**config.mk**
```make
export PLATFORM = sky130hd
export DESIGN_NAME = adc_channel_sequencer
export DESIGN_NICKNAME = d
export VERILOG_FILES = /design/src/shared/adc_seq_pkg.sv /design/src/core/edge_sync.sv /design/src/core/adc_channel_sequencer.sv
export VERILOG_INCLUDE_DIRS = /design/src /design/src/shared
export SDC_FILE = /design/constraint.sdc
export NUM_CORES = 1
export LEC_CHECK = 0
export BUFFER_PORTS_ARGS = -buffer_cell sky130_fd_sc_hd__buf_2
export CORE_ASPECT_RATIO = 0.75
export CORE_MARGIN = 5
export CORE_UTILIZATION = 50
export DETAILED_ROUTE_END_ITERATION = 16
export PLACE_DENSITY = 0.71
export RECOVER_POWER = 25
export SYNTH_ARGS = -nofsm -noshare
export SYNTH_HDL_FRONTEND = slang
export SYNTH_SLANG_ARGS = --single-unit
```
**constraint.sdc**
```tcl
create_clock -name clk_sys -period 3.4 [get_ports clk_sys]
set_input_delay 0.51 -clock clk_sys [delete_from_list [all_inputs] [get_ports clk_sys]]
set_output_delay 0.51 -clock clk_sys [all_outputs]
set_load 0.005 [all_outputs]
```
**src/shared/adc_seq_regs.svh**
```systemverilog
`ifndef ADC_SEQ_REGS_SVH
`define ADC_SEQ_REGS_SVH

// ****************************************************************
// control word layout on the parallel bus
// ****************************************************************
`define CTL_RANGE_BIT 0
`define CTL_SEQ_BIT 1
`define CTL_MASK_SELECT_BIT_BIT 2
`define CTL_CODING_BIT 3
`define CTL_PM_LO 4
`define CTL_PM_HI 5
`define CTL_MODE_LO 6
`define CTL_MODE_HI 7
`define CTL_ADDR_LO 8
`define CTL_ADDR_HI 10
`define MASK_LO 0
`define MASK_HI 7

// ****************************************************************
// reset values
// ****************************************************************
`define CTL_RANGE_RST 1'h0
`define CTL_CODING_RST 1'h0
`define CTL_PM_RST 2'h0
`define CTL_MODE_RST 2'h0
`define CTL_ADDR_RST 3'h0
`define MASK_RST 8'h00

// ****************************************************************
// conversion timing and coding
// ****************************************************************
`define CONV_PERIODS 4'hd
`define LAST_DECIDE 4'hb
`define SAR_START 12'h800
`define SIGN_FLIP 12'h800
`define PAIR_KEEP 8'h55

`endif

```
**src/shared/adc_seq_pkg.sv**
```systemverilog
package adc_seq_pkg;

  typedef enum logic {
    CONV_IDLE,
    CONV_RUN
  } conv_state_t;

  typedef enum logic [1:0] {
    SEQ_OFF,
    SEQ_MASK,
    SEQ_CONSEC
  } seq_mode_t;

endpackage

```
**src/core/edge_sync.sv**
```systemverilog
`timescale 1ns/1ns
`default_nettype none

// ****************************************************************
// two-stage synchroniser with edge detect
// ****************************************************************
module edge_sync #(
  parameter int WIDTH = 1
) (
  input wire logic clk_sys,
  input wire logic rst_n,
  input wire logic [WIDTH-1:0] pin_in,
  output logic [WIDTH-1:0] level,
  output logic [WIDTH-1:0] rise,
  output logic [WIDTH-1:0] fall
);

  logic [WIDTH-1:0] meta_r;
  logic [WIDTH-1:0] sync_r;
  logic [WIDTH-1:0] prev_r;

  always_ff @(posedge clk_sys or negedge rst_n) begin
    if (!rst_n) begin
      meta_r <= '0;
      sync_r <= '0;
      prev_r <= '0;
    end else begin
      meta_r <= pin_in;
      sync_r <= meta_r;
      prev_r <= sync_r;
    end
  end

  assign level = sync_r;
  assign rise = sync_r & ~prev_r;
  assign fall = ~sync_r & prev_r;

endmodule

`default_nettype wire

```
**src/core/adc_channel_sequencer.sv**
```systemverilog
`timescale 1ns/1ns
`default_nettype none
`include "adc_seq_regs.svh"

// Summary of operation
// - conversion needs thirteen full clock periods
// - short conversions are abandoned, no result
// - eight-bit mask captured on strobe rising
// - mask written only after select write
// - mask bit n selects channel n
// - each start advances to next selected, ascending
// - sequence runs until a non-hold write
// - pair-mode sequences convert normal polarity only
// - sequencer off: channel from address bits
// - hold write updates fields, keeps sequence
// - both bits set: channels zero to address
// - start falling edge samples and advances
// - result straight binary or twos complement
// - twelve-bit code, one step per lsb
module adc_channel_sequencer
  import adc_seq_pkg::*;
#(
  parameter int CH_N = 8,
  parameter int RES_W = 12,
  parameter int BUS_W = 12
) (
  input wire logic clk_sys,
  input wire logic rst_n,
  input wire logic conversion_clock,
  input wire logic convert_start_n,
  input wire logic write_strobe_n,
  input wire logic [BUS_W-1:0] bus_data,
  input wire logic comparator_in,
  output logic [$clog2(CH_N)-1:0] channel_select_r,
  output logic [RES_W-1:0] dac_trial_r,
  output logic hold_r,
  output logic busy_r,
  output logic [RES_W-1:0] result_r,
  output logic result_valid_r,
  output logic conv_abort_r,
  output logic range_sel_r,
  output logic [1:0] power_mode_r,
  output logic [1:0] input_config_r
);

  localparam int CH_W = $clog2(CH_N);

  // ****************************************************************
  // pin synchronisers
  // ****************************************************************
  logic clkc_rise;
  logic cs_fall;
  logic wr_rise;
  logic comp_q;
  logic [BUS_W-1:0] bus_q;

  edge_sync #(.WIDTH(1)) u_clkc (
    .clk_sys(clk_sys), .rst_n(rst_n), .pin_in(conversion_clock),
    .level(), .rise(clkc_rise), .fall()
  );

  edge_sync #(.WIDTH(1)) u_cs (
    .clk_sys(clk_sys), .rst_n(rst_n), .pin_in(convert_start_n),
    .level(), .rise(), .fall(cs_fall)
  );

  edge_sync #(.WIDTH(1)) u_wr (
    .clk_sys(clk_sys), .rst_n(rst_n), .pin_in(write_strobe_n),
    .level(), .rise(wr_rise), .fall()
  );

  edge_sync #(.WIDTH(1)) u_comp (
    .clk_sys(clk_sys), .rst_n(rst_n), .pin_in(comparator_in),
    .level(comp_q), .rise(), .fall()
  );

  edge_sync #(.WIDTH(BUS_W)) u_bus (
    .clk_sys(clk_sys), .rst_n(rst_n), .pin_in(bus_data),
    .level(bus_q), .rise(), .fall()
  );

  // ****************************************************************
  // write steering
  // ****************************************************************
  logic shadow_pend_r;
  logic ctl_wr;
  logic mask_wr;
  logic [1:0] bus_seqsel;

  assign ctl_wr = wr_rise & ~shadow_pend_r;
  assign mask_wr = wr_rise & shadow_pend_r;
  assign bus_seqsel = {bus_q[`CTL_SEQ_BIT], bus_q[`CTL_MASK_SELECT_BIT_BIT]};

  always_ff @(posedge clk_sys or negedge rst_n) begin
    if (!rst_n) begin
      shadow_pend_r <= 1'b0;
    end else if (ctl_wr) begin
      shadow_pend_r <= (bus_seqsel == 2'h1);
    end else if (mask_wr) begin
      shadow_pend_r <= 1'b0;
    end
  end

  // ****************************************************************
  // control fields
  // ****************************************************************
  logic coding_r;
  logic [CH_W-1:0] addr_r;

  always_ff @(posedge clk_sys or negedge rst_n) begin
    if (!rst_n) begin
      range_sel_r <= `CTL_RANGE_RST;
      coding_r <= `CTL_CODING_RST;
      power_mode_r <= `CTL_PM_RST;
      input_config_r <= `CTL_MODE_RST;
      addr_r <= `CTL_ADDR_RST;
    end else if (ctl_wr) begin
      range_sel_r <= bus_q[`CTL_RANGE_BIT];
      coding_r <= bus_q[`CTL_CODING_BIT];
      power_mode_r <= bus_q[`CTL_PM_HI:`CTL_PM_LO];
      input_config_r <= bus_q[`CTL_MODE_HI:`CTL_MODE_LO];
      addr_r <= bus_q[`CTL_ADDR_HI:`CTL_ADDR_LO];
    end
  end

  // ****************************************************************
  // channel mask
  // ****************************************************************
  logic [CH_N-1:0] mask_r;

  always_ff @(posedge clk_sys or negedge rst_n) begin
    if (!rst_n) begin
      mask_r <= `MASK_RST;
    end else if (mask_wr) begin
      mask_r <= bus_q[`MASK_HI:`MASK_LO];
    end
  end

  // ****************************************************************
  // sequence mode and position
  // ****************************************************************
  seq_mode_t seq_mode_r;
  logic [CH_W:0] ptr_r;
  logic seq_restart;

  assign seq_restart = mask_wr | (ctl_wr & (bus_seqsel != 2'h2));

  always_ff @(posedge clk_sys or negedge rst_n) begin
    if (!rst_n) begin
      seq_mode_r <= SEQ_OFF;
    end else if (mask_wr) begin
      seq_mode_r <= SEQ_MASK;
    end else if (ctl_wr) begin
      case (bus_seqsel)
        2'h2: seq_mode_r <= seq_mode_r;
        2'h3: seq_mode_r <= SEQ_CONSEC;
        default: seq_mode_r <= SEQ_OFF;
      endcase
    end
  end

  // ****************************************************************
  // next channel search
  // ****************************************************************
  logic pair_mode;
  logic [CH_N-1:0] base_mask;
  logic [CH_N-1:0] eff_mask;
  logic [CH_W-1:0] next_ch;
  logic [CH_W-1:0] low_ch;
  logic next_found;
  logic any_found;
  logic [CH_W-1:0] start_ch;

  assign pair_mode = input_config_r[0] ^ input_config_r[1];

  always_comb begin
    base_mask = '0;
    for (int i = 0; i < CH_N; i++) begin
      if (seq_mode_r == SEQ_CONSEC) begin
        base_mask[i] = (CH_W'(i) <= addr_r);
      end else begin
        base_mask[i] = mask_r[i];
      end
    end
    eff_mask = pair_mode ? (base_mask & `PAIR_KEEP) : base_mask;
  end

  always_comb begin
    next_ch = '0;
    low_ch = '0;
    next_found = 1'b0;
    any_found = 1'b0;
    for (int i = CH_N - 1; i >= 0; i--) begin
      if (eff_mask[i]) begin
        low_ch = CH_W'(i);
        any_found = 1'b1;
        if ((CH_W + 1)'(i) >= ptr_r) begin
          next_ch = CH_W'(i);
          next_found = 1'b1;
        end
      end
    end
    if (!next_found) begin
      next_ch = low_ch;
    end
  end

  always_comb begin
    if (seq_mode_r != SEQ_OFF && any_found) begin
      start_ch = next_ch;
    end else begin
      start_ch = addr_r;
    end
  end

  always_ff @(posedge clk_sys or negedge rst_n) begin
    if (!rst_n) begin
      ptr_r <= '0;
    end else if (seq_restart) begin
      ptr_r <= '0;
    end else if (cs_fall && seq_mode_r != SEQ_OFF) begin
      ptr_r <= {1'b0, next_ch} + 1'b1;
    end
  end

  always_ff @(posedge clk_sys or negedge rst_n) begin
    if (!rst_n) begin
      channel_select_r <= '0;
    end else if (cs_fall) begin
      channel_select_r <= start_ch;
    end
  end

  // ****************************************************************
  // conversion engine
  // ****************************************************************
  conv_state_t state_r;
  logic [3:0] per_cnt_r;
  logic [RES_W-1:0] trial_nxt;
  logic [3:0] bit_idx;

  assign bit_idx = 4'(RES_W - 1) - per_cnt_r;

  always_comb begin
    trial_nxt = dac_trial_r;
    if (!comp_q && per_cnt_r <= `LAST_DECIDE) begin
      trial_nxt[bit_idx] = 1'b0;
    end
    if (per_cnt_r < `LAST_DECIDE) begin
      trial_nxt[bit_idx - 4'h1] = 1'b1;
    end
  end

  always_ff @(posedge clk_sys or negedge rst_n) begin
    if (!rst_n) begin
      state_r <= CONV_IDLE;
      per_cnt_r <= '0;
      dac_trial_r <= '0;
    end else if (cs_fall) begin
      state_r <= CONV_RUN;
      per_cnt_r <= '0;
      dac_trial_r <= `SAR_START;
    end else if (state_r == CONV_RUN && (ctl_wr || mask_wr)) begin
      state_r <= CONV_IDLE;
    end else if (state_r == CONV_RUN && clkc_rise) begin
      per_cnt_r <= per_cnt_r + 4'h1;
      if (per_cnt_r <= `LAST_DECIDE) begin
        dac_trial_r <= trial_nxt;
      end
      if (per_cnt_r + 4'h1 == `CONV_PERIODS) begin
        state_r <= CONV_IDLE;
      end
    end
  end

  always_ff @(posedge clk_sys or negedge rst_n) begin
    if (!rst_n) begin
      result_r <= '0;
      result_valid_r <= 1'b0;
    end else if (state_r == CONV_RUN && clkc_rise && !cs_fall &&
                 !ctl_wr && !mask_wr &&
                 per_cnt_r + 4'h1 == `CONV_PERIODS) begin
      result_r <= coding_r ? (dac_trial_r ^ `SIGN_FLIP) : dac_trial_r;
      result_valid_r <= 1'b1;
    end else begin
      result_valid_r <= 1'b0;
    end
  end

  always_ff @(posedge clk_sys or negedge rst_n) begin
    if (!rst_n) begin
      conv_abort_r <= 1'b0;
    end else begin
      conv_abort_r <= (state_r == CONV_RUN) &&
                      (cs_fall || ctl_wr || mask_wr);
    end
  end

  always_ff @(posedge clk_sys or negedge rst_n) begin
    if (!rst_n) begin
      busy_r <= 1'b0;
      hold_r <= 1'b0;
    end else begin
      busy_r <= (state_r == CONV_RUN);
      hold_r <= cs_fall || (state_r == CONV_RUN && busy_r);
    end
  end

  // ****************************************************************
  // checks
  // ****************************************************************
  result_after_full_a: assert property (
    @(posedge clk_sys) disable iff (!rst_n)
    result_valid_r |-> $past(per_cnt_r) == `CONV_PERIODS - 4'h1)
    else $error("result without thirteen periods");

  abort_no_result_a: assert property (
    @(posedge clk_sys) disable iff (!rst_n)
    (cs_fall && state_r == CONV_RUN) |=> conv_abort_r && !result_valid_r)
    else $error("aborted conversion gave result");

  mask_capture_a: assert property (
    @(posedge clk_sys) disable iff (!rst_n)
    mask_wr |=> mask_r == $past(bus_q[`MASK_HI:`MASK_LO]))
    else $error("mask not captured");

  mask_gate_a: assert property (
    @(posedge clk_sys) disable iff (!rst_n)
    ctl_wr |=> $stable(mask_r))
    else $error("mask changed on control write");

  seq_hold_a: assert property (
    @(posedge clk_sys) disable iff (!rst_n)
    (ctl_wr && bus_seqsel == 2'h2 && !cs_fall) |=>
      $stable(seq_mode_r) && $stable(ptr_r))
    else $error("hold write disturbed sequence");

  seq_stop_a: assert property (
    @(posedge clk_sys) disable iff (!rst_n)
    (ctl_wr && bus_seqsel[1] == 1'b0) |=> seq_mode_r == SEQ_OFF)
    else $error("sequence not stopped");

  pair_skip_a: assert property (
    @(posedge clk_sys) disable iff (!rst_n)
    (cs_fall && seq_mode_r != SEQ_OFF && pair_mode && any_found) |=>
      !channel_select_r[0])
    else $error("inverse pair converted");

  fixed_chan_a: assert property (
    @(posedge clk_sys) disable iff (!rst_n)
    (cs_fall && seq_mode_r == SEQ_OFF) |=>
      channel_select_r == $past(addr_r))
    else $error("wrong fixed channel");

  coding_sel_a: assert property (
    @(posedge clk_sys) disable iff (!rst_n)
    result_valid_r |->
      (result_r ^ dac_trial_r) == ($past(coding_r) ? `SIGN_FLIP : '0))
    else $error("wrong output coding");

  start_run_a: assert property (
    @(posedge clk_sys) disable iff (!rst_n)
    cs_fall |=> state_r == CONV_RUN && per_cnt_r == 4'h0 ##1 busy_r)
    else $error("start edge did not begin conversion");

  ascend_a: assert property (
    @(posedge clk_sys) disable iff (!rst_n)
    (cs_fall && seq_mode_r != SEQ_OFF && next_found && !seq_restart) |=>
      {1'b0, channel_select_r} >= $past(ptr_r) &&
      ptr_r == {1'b0, channel_select_r} + 1'b1)
    else $error("sequence not ascending");

  wrap_low_a: assert property (
    @(posedge clk_sys) disable iff (!rst_n)
    (cs_fall && seq_mode_r != SEQ_OFF && any_found && !next_found) |=>
      channel_select_r == $past(low_ch))
    else $error("no wrap to lowest channel");

endmodule

`default_nettype wire

```
-- Yosys cells after proc, flatten, opt, wreduce, memory -nomap -nowiden
Index checks and enable logic that the tools add are counted.
- bits in registers: 93
- output and inout port bits: 36
- $add $sub $neg: 4
- order comparisons: 22
- equality and inequality tests: 8
- multiplexer cells: 85
- bitwise operators: 16
- reductions and logical operators: 32
- operator list (cell ; number):
    two-way mux 12 bit ; 7
    two-way mux 3 bit ; 26
    two-way mux 1 bit ; 41
    two-way mux 4 bit ; 5
    greater-or-equal comparator 3 x 4 -> 1 bit, first input constant ; 4
    logical AND 1 bit ; 13
    bitwise AND 12 bit ; 1
    less-or-equal comparator 3 bit, first input constant ; 4
    NOT 12 bit ; 1
    bitwise OR 12 bit ; 1
    less-than comparator 4 x 5 -> 1 bit, second input constant ; 2
    nonzero test 2 bit ; 5
    demux 1 bit (select 4 bit) ; 2
    greater-or-equal comparator 1 x 4 -> 1 bit, first input constant ; 2
    greater-or-equal comparator 2 x 4 -> 1 bit, first input constant ; 2
    greater-or-equal comparator 4 x 1 -> 1 bit, second input constant ; 2
    two-way mux 8 bit ; 1
    bitwise AND 1 bit ; 6
    == test 2 bit, second input constant ; 3
    less-or-equal comparator 1 x 3 -> 1 bit, first input constant ; 2
    less-or-equal comparator 2 x 3 -> 1 bit, first input constant ; 2
    inequality test 2 bit, second input constant ; 3
    AND reduction 2 bit ; 3
    nonzero test 3 bit ; 2
    16 further kinds ; 27

-- Longest topological paths before layout
- depth in word-level cells: 22
- gate-level depth with buffers: 10
- depth with buffers taken out: 9

-- Modules after synthesis
A second synthesis with hierarchy kept.
- cells, all modules: 385
- area, all modules: 4640.7 sq um
- by module, submodules not included (module ; times used ; cells each ; area an instance (sq um) ; sequential area each (sq um)):
    adc_channel_sequencer ; 1 ; 305 ; 3169.3 ; 1501.4
    edge_sync (u_bus) ; 1 ; 60 ; 1111.1 ; 900.9
    edge_sync (u_clkc ...) ; 4 ; 5 ; 90.1 ; 75.1

-- Least setup slack after synthesis
Ideal clock, no wire load.
- kind: reg-to-reg
- start point: register seq_mode_r[0]
- end point: register ptr_r[2]
- arrival: 2.267 ns
- required time: 3.272 ns
- setup slack: 1.005 ns
- cell stages (with the launch flop): 9
- period minus slack after synthesis: 2.395 ns
- cells stage by stage: dfrtp_1 or4b_4 o221a_4 nor2b_1 o211a_1 or2_2 ha_1 xnor2_1 a21oi_1
- cells in the longest elaborated chain, start to end: 22
- elaborated cells on any way between the ends: 55
- ends and longest elaborated chain (element ; RTL line ; text):
    from (decl) ; adc_channel_sequencer.sv:142 ; seq_mode_t seq_mode_r;
    from (signal assigned) ; adc_channel_sequencer.sv:155 ; 2'h2: seq_mode_r <= seq_mode_r;
    == test 2 bit ; adc_channel_sequencer.sv:179 ; if (seq_mode_r == SEQ_CONSEC) begin
    two-way mux 1 bit ; adc_channel_sequencer.sv:179 ;
    two-way mux 8 bit ; adc_channel_sequencer.sv:185 ; eff_mask = pair_mode ? (base_mask & `PAIR_KEEP) : base_mask;
    two-way mux 3 bit or two-way mux 1 bit (tied branches) ; adc_channel_sequencer.sv:194 ; if (eff_mask[i]) begin
    two-way mux 3 bit or two-way mux 1 bit (tied branches) ; adc_channel_sequencer.sv:197 ; if ((CH_W + 1)'(i) >= ptr_r) begin
    two-way mux 3 bit or two-way mux 1 bit (tied branches) ; adc_channel_sequencer.sv:194 ;
    two-way mux 3 bit or two-way mux 1 bit (tied branches) ; adc_channel_sequencer.sv:197 ;
    two-way mux 3 bit or two-way mux 1 bit (tied branches) ; adc_channel_sequencer.sv:194 ;
    (+6 left out) ; - ;
    two-way mux 3 bit or two-way mux 1 bit (tied branches) ; adc_channel_sequencer.sv:197 ;
    two-way mux 3 bit or two-way mux 1 bit (tied branches) ; adc_channel_sequencer.sv:194 ;
    two-way mux 3 bit or two-way mux 1 bit (tied branches) ; adc_channel_sequencer.sv:197 ;
    two-way mux 3 bit or two-way mux 1 bit (tied branches) ; adc_channel_sequencer.sv:194 ;
    two-way mux 3 bit ; adc_channel_sequencer.sv:203 ; if (!next_found) begin
    adder 3 x 1 -> 4 bit ; adc_channel_sequencer.sv:222 ; ptr_r <= {1'b0, next_ch} + 1'b1;
    two-way mux 4 bit ; adc_channel_sequencer.sv:221 ; end else if (cs_fall && seq_mode_r != SEQ_OFF) begin
    two-way mux 4 bit ; adc_channel_sequencer.sv:219 ; end else if (seq_restart) begin
    to (signal assigned) ; adc_channel_sequencer.sv:222 ;
    to (decl) ; adc_channel_sequencer.sv:143 ; logic [CH_W:0] ptr_r;
Parallel ways exist; a longest one is shown, timed or not. The select of a mux whose other input is x is not followed.
A chain may end at the register's enable or synchronous reset.

-- Final worst setup path
Same ends and word-level chain as after synthesis.

==> reports/metrics.csv <==
stage,metric,value,unit
global_route,antenna_found_initial,0,
critical_path,critPathCaptureType,flip-flop,
critical_path,critPathSlowestCell,or4b_4,
placement,place_ws,0.804,ns
timing,skew,0.00915,ns
timing,worstMarginPinSlew,1.34,ns
timing,fin_tns_setup,0,ns
layout,drive_above_1_share,29.3,%
clock_tree,clock_path_buffers,2,
placement,post_dp_cell_area,4430,um2
logic_synthesis,synth.cell_area,4090,um2
placement,routabilityCongestion,0.870,
die,rows,28,
critical_path,crit_type,flip-flop to flip-flop,
timing,final-max-slew-violation-count,0,
global_route,grt_pass1_vias,2801,
clock_tree,ctsRootBufferMaster,clkbuf_8,
clock_tree,clock_sinks,93,
logic_synthesis,ys_types,57,
clock_tree,ctsResizeCount,0,
logic_synthesis,netlist_instances,347,
route,vias,2857,
global_route,grt_pass1_wl,14300,um
min_path,holdCritPathClass,input pin to flip-flop,
critical_path,path_cells,or4b_4 -> o21ai_1 -> a211o_1 -> nand4_1 -> o21ai_0 -> or2_2 -> ha_1 -> xnor2_1 -> a21oi_1,
power_and_ir_drop,p_leak,2.17,nW
timing,max_freq,376,MHz
flow_run,maxCapViolCount,0,
timing,slew_headroom,11.0,%
route,drt_pre_antenna_iters,6,
layout,finish.instance_area,4630,um2
critical_path,worstReg2RegEnd,ptr_r[2],
logic_synthesis,seq_area_frac_synth,57.0,%
critical_path,reg2reg_depth,9,
min_path,hp-start,bus_data[1],
clock_tree,clk_transition_reported_paths,0.10,ns
logic_synthesis,avgSynthCellArea,11.8,um2
route,wl_per_cell,16.4,um
route,drtAntennaViolNets,0,
critical_path,reg2reg_from,seq_mode_r[0],
logic_synthesis,synth_flop_cell,dfrtp_1,
logic_synthesis,synth_edf_count,0,
route,viasPerCell,5.59,
power_and_ir_drop,p_total,0.00284,W
clock_tree,cts_tree,built,
die,die_width,114,um
timing,fin_crit_sh,78.1,%
status,status,completed,
placement,hpwl,6060,um
layout,final_util,58.5,%
timing,rsz0062_at_grt,no,
die,start_util,51.6,%
die,die_area,10100,um2
layout,antenna_cells,0,
logic_synthesis,ys_warn_count,0,
logic_synthesis,async_reset_ff_share,100,%
route,drt-initial-drc-count,303,
critical_path,crit_arrival,2.91,ns
clock_tree,h-tree-depth,3,
logic_synthesis,syn_nets,375,
clock_tree,ctsHoldBuffers,0,
die,coreArea,7920,um2
critical_path,crit_required,3.66,ns
die,die_h,88.3,um
logic_synthesis,ys_seq_elements,93,
global_route,grt_max_degree,56,
timing,final-setup-viol-count,0,
route,drt_wl_total,8370,um
clock_tree,cts_made_buffers,9,
route,drcViolationCount,0,
die,ioPinCount,54,
placement,port_buffers,52,
clock_tree,clk_latency,0.37,ns
critical_path,critPathLaunchType,flip-flop,
min_path,hold_depth,1,
timing,fin_ws,0.743,ns
timing,period_minus_slack,2.66,ns
clock_tree,post-cts-setup-buffers,0,
global_route,grt_use_total,18.1,%
power_and_ir_drop,power_density,614,nW/um2
critical_path,reg2reg_setup_slack,0.74,ns
critical_path,max_stage_delay,0.56,ns
global_route,grt_overflow,0,
layout,nets,429,
layout,area_growth_syn_to_layout,13.3,%
timing,hold_viol_final,0,
power_and_ir_drop,vdd_ir_drop_max,0.305,mV
critical_path,crit_fanout,8,
min_path,hold-path-endpoint,u_bus.meta_r[1],
layout,num-fill-cells,673,
-- critical path: cells and delay by family (launching register included) --
family / cells / cell delay [ns]
adders and majority gates: 1 / 0.15
AOI/OAI and AO/OA: 4 / 0.97
DFF: 1 / 0.45
xor gates and xnor gates: 1 / 0.12
and+or+nand+nor: 3 / 0.84
-- cell usage in the layout (no fill, tap or decap), drive strengths merged, types with 2 or more instances in the layout --
cell,synthesis,final
a211oi,4,4
a31oi,4,4
nand2,21,21
nand4,5,5
nor2,21,21
or2,3,3
nor3,6,6
xor2,3,3
nand3,6,6
o32ai,2,2
mux2,30,30
o22ai,5,5
nor2b,6,6
and2,6,6
buf,4,56
nand2b,4,4
inv,8,10
o211ai,5,5
clkinv,0,3
ha,10,10
and3b,2,2
o21ai,31,31
or3,2,2
clkbuf,10,10
xnor2,6,6
o31ai,4,4
dfrtp,93,93
o21a,2,2
a21oi,24,24
mux2i,3,3
clkinvlp,0,2
-- Yosys cell counts (6+ instances only) --
library cell / count / area [um2]
a21oi_1: 24 / 120
clkbuf_1: 8 / 30.0
dfrtp_1: 93 / 2330
nor2_1: 21 / 78.8
nor2b_1: 6 / 37.5
nand3_1: 6 / 30.0
inv_1: 8 / 30.0
o21ai_0: 28 / 140
mux2_2: 29 / 327
ha_1: 10 / 125
nand2_1: 21 / 78.8
-- registers in the layout, indices dropped and copies added, names as in the netlist, 2 cells and up --
signal            flops
channel_select_r      3
result_r             12
addr_r                3
power_mode_r          2
ptr_r                 4
mask_r                8
per_cnt_r             4
input_config_r        2
u_bus.level          11
u_bus.meta_r         11
dac_trial_r          12
seq_mode_r            2
-- power breakdown --
group / internal, W / switching [W]
registers: 0.00123 / 0.000150
clock network: 0.000289 / 0.000443
logic: 0.000342 / 0.000383
total: 0.00186 / 0.000977
-- worst max-delay path by stage --
stage	start	to	slack (ns)	cells past startpoint
after global routing	seq_mode_r[0]	ptr_r[2]	0.60	9
after global placement	seq_mode_r[0]	ptr_r[2]	0.84	9
after detailed placement	seq_mode_r[0]	ptr_r[2]	0.80	9
after floorplan	seq_mode_r[0]	ptr_r[2]	1.01	8
after CTS	seq_mode_r[0]	ptr_r[2]	0.77	9
final	seq_mode_r[0]	ptr_r[2]	0.74	9
-- logic make-up after synthesis --
| family | Yosys count | synth area share, % |
|---|---|---|
| fa+ha+maj | 10 | 3.06 |
| simple gates | 88 | 11.5 |
| buf+inv | 22 | 2.91 |
| mux | 33 | 9.09 |
| flops | 93 | 57.0 |
| xor+xnor | 9 | 2.11 |
| compound gates | 92 | 14.4 |
-- metrics by stage --
step | instances | hold WS [ns]
after floorplan | 347 | 0.214
after global placement | 495 | 0.333
after detailed placement | 495 | 0.335
after CTS | 511 | 0.180
after global routing | 511 | 0.208
final | 511 | 0.236
-- metal layers --
layer  track usage [%]  routed length, um  vias to the layer above
met5                 0                  0                        -
met4              5.50                149                        0
met3              4.72                455                       15
met2              26.2               3600                       91
met1              27.0               4160                     1400
li1                  -                  -                     1351
-- final cells by class --
type,instances,area [um2],area share [%]
Clock inverter,7,78.8,1.70
Clock buffer,9,124,2.68
Multi-Input combinational cell,232,1640,35.4
Tap cell,105,131,2.84
Timing Repair Buffer,57,298,6.43
Sequential cell,93,2330,50.3
Inverter,8,30.0,0.649
No activity file was read; power rests on OpenSTA's default activity.
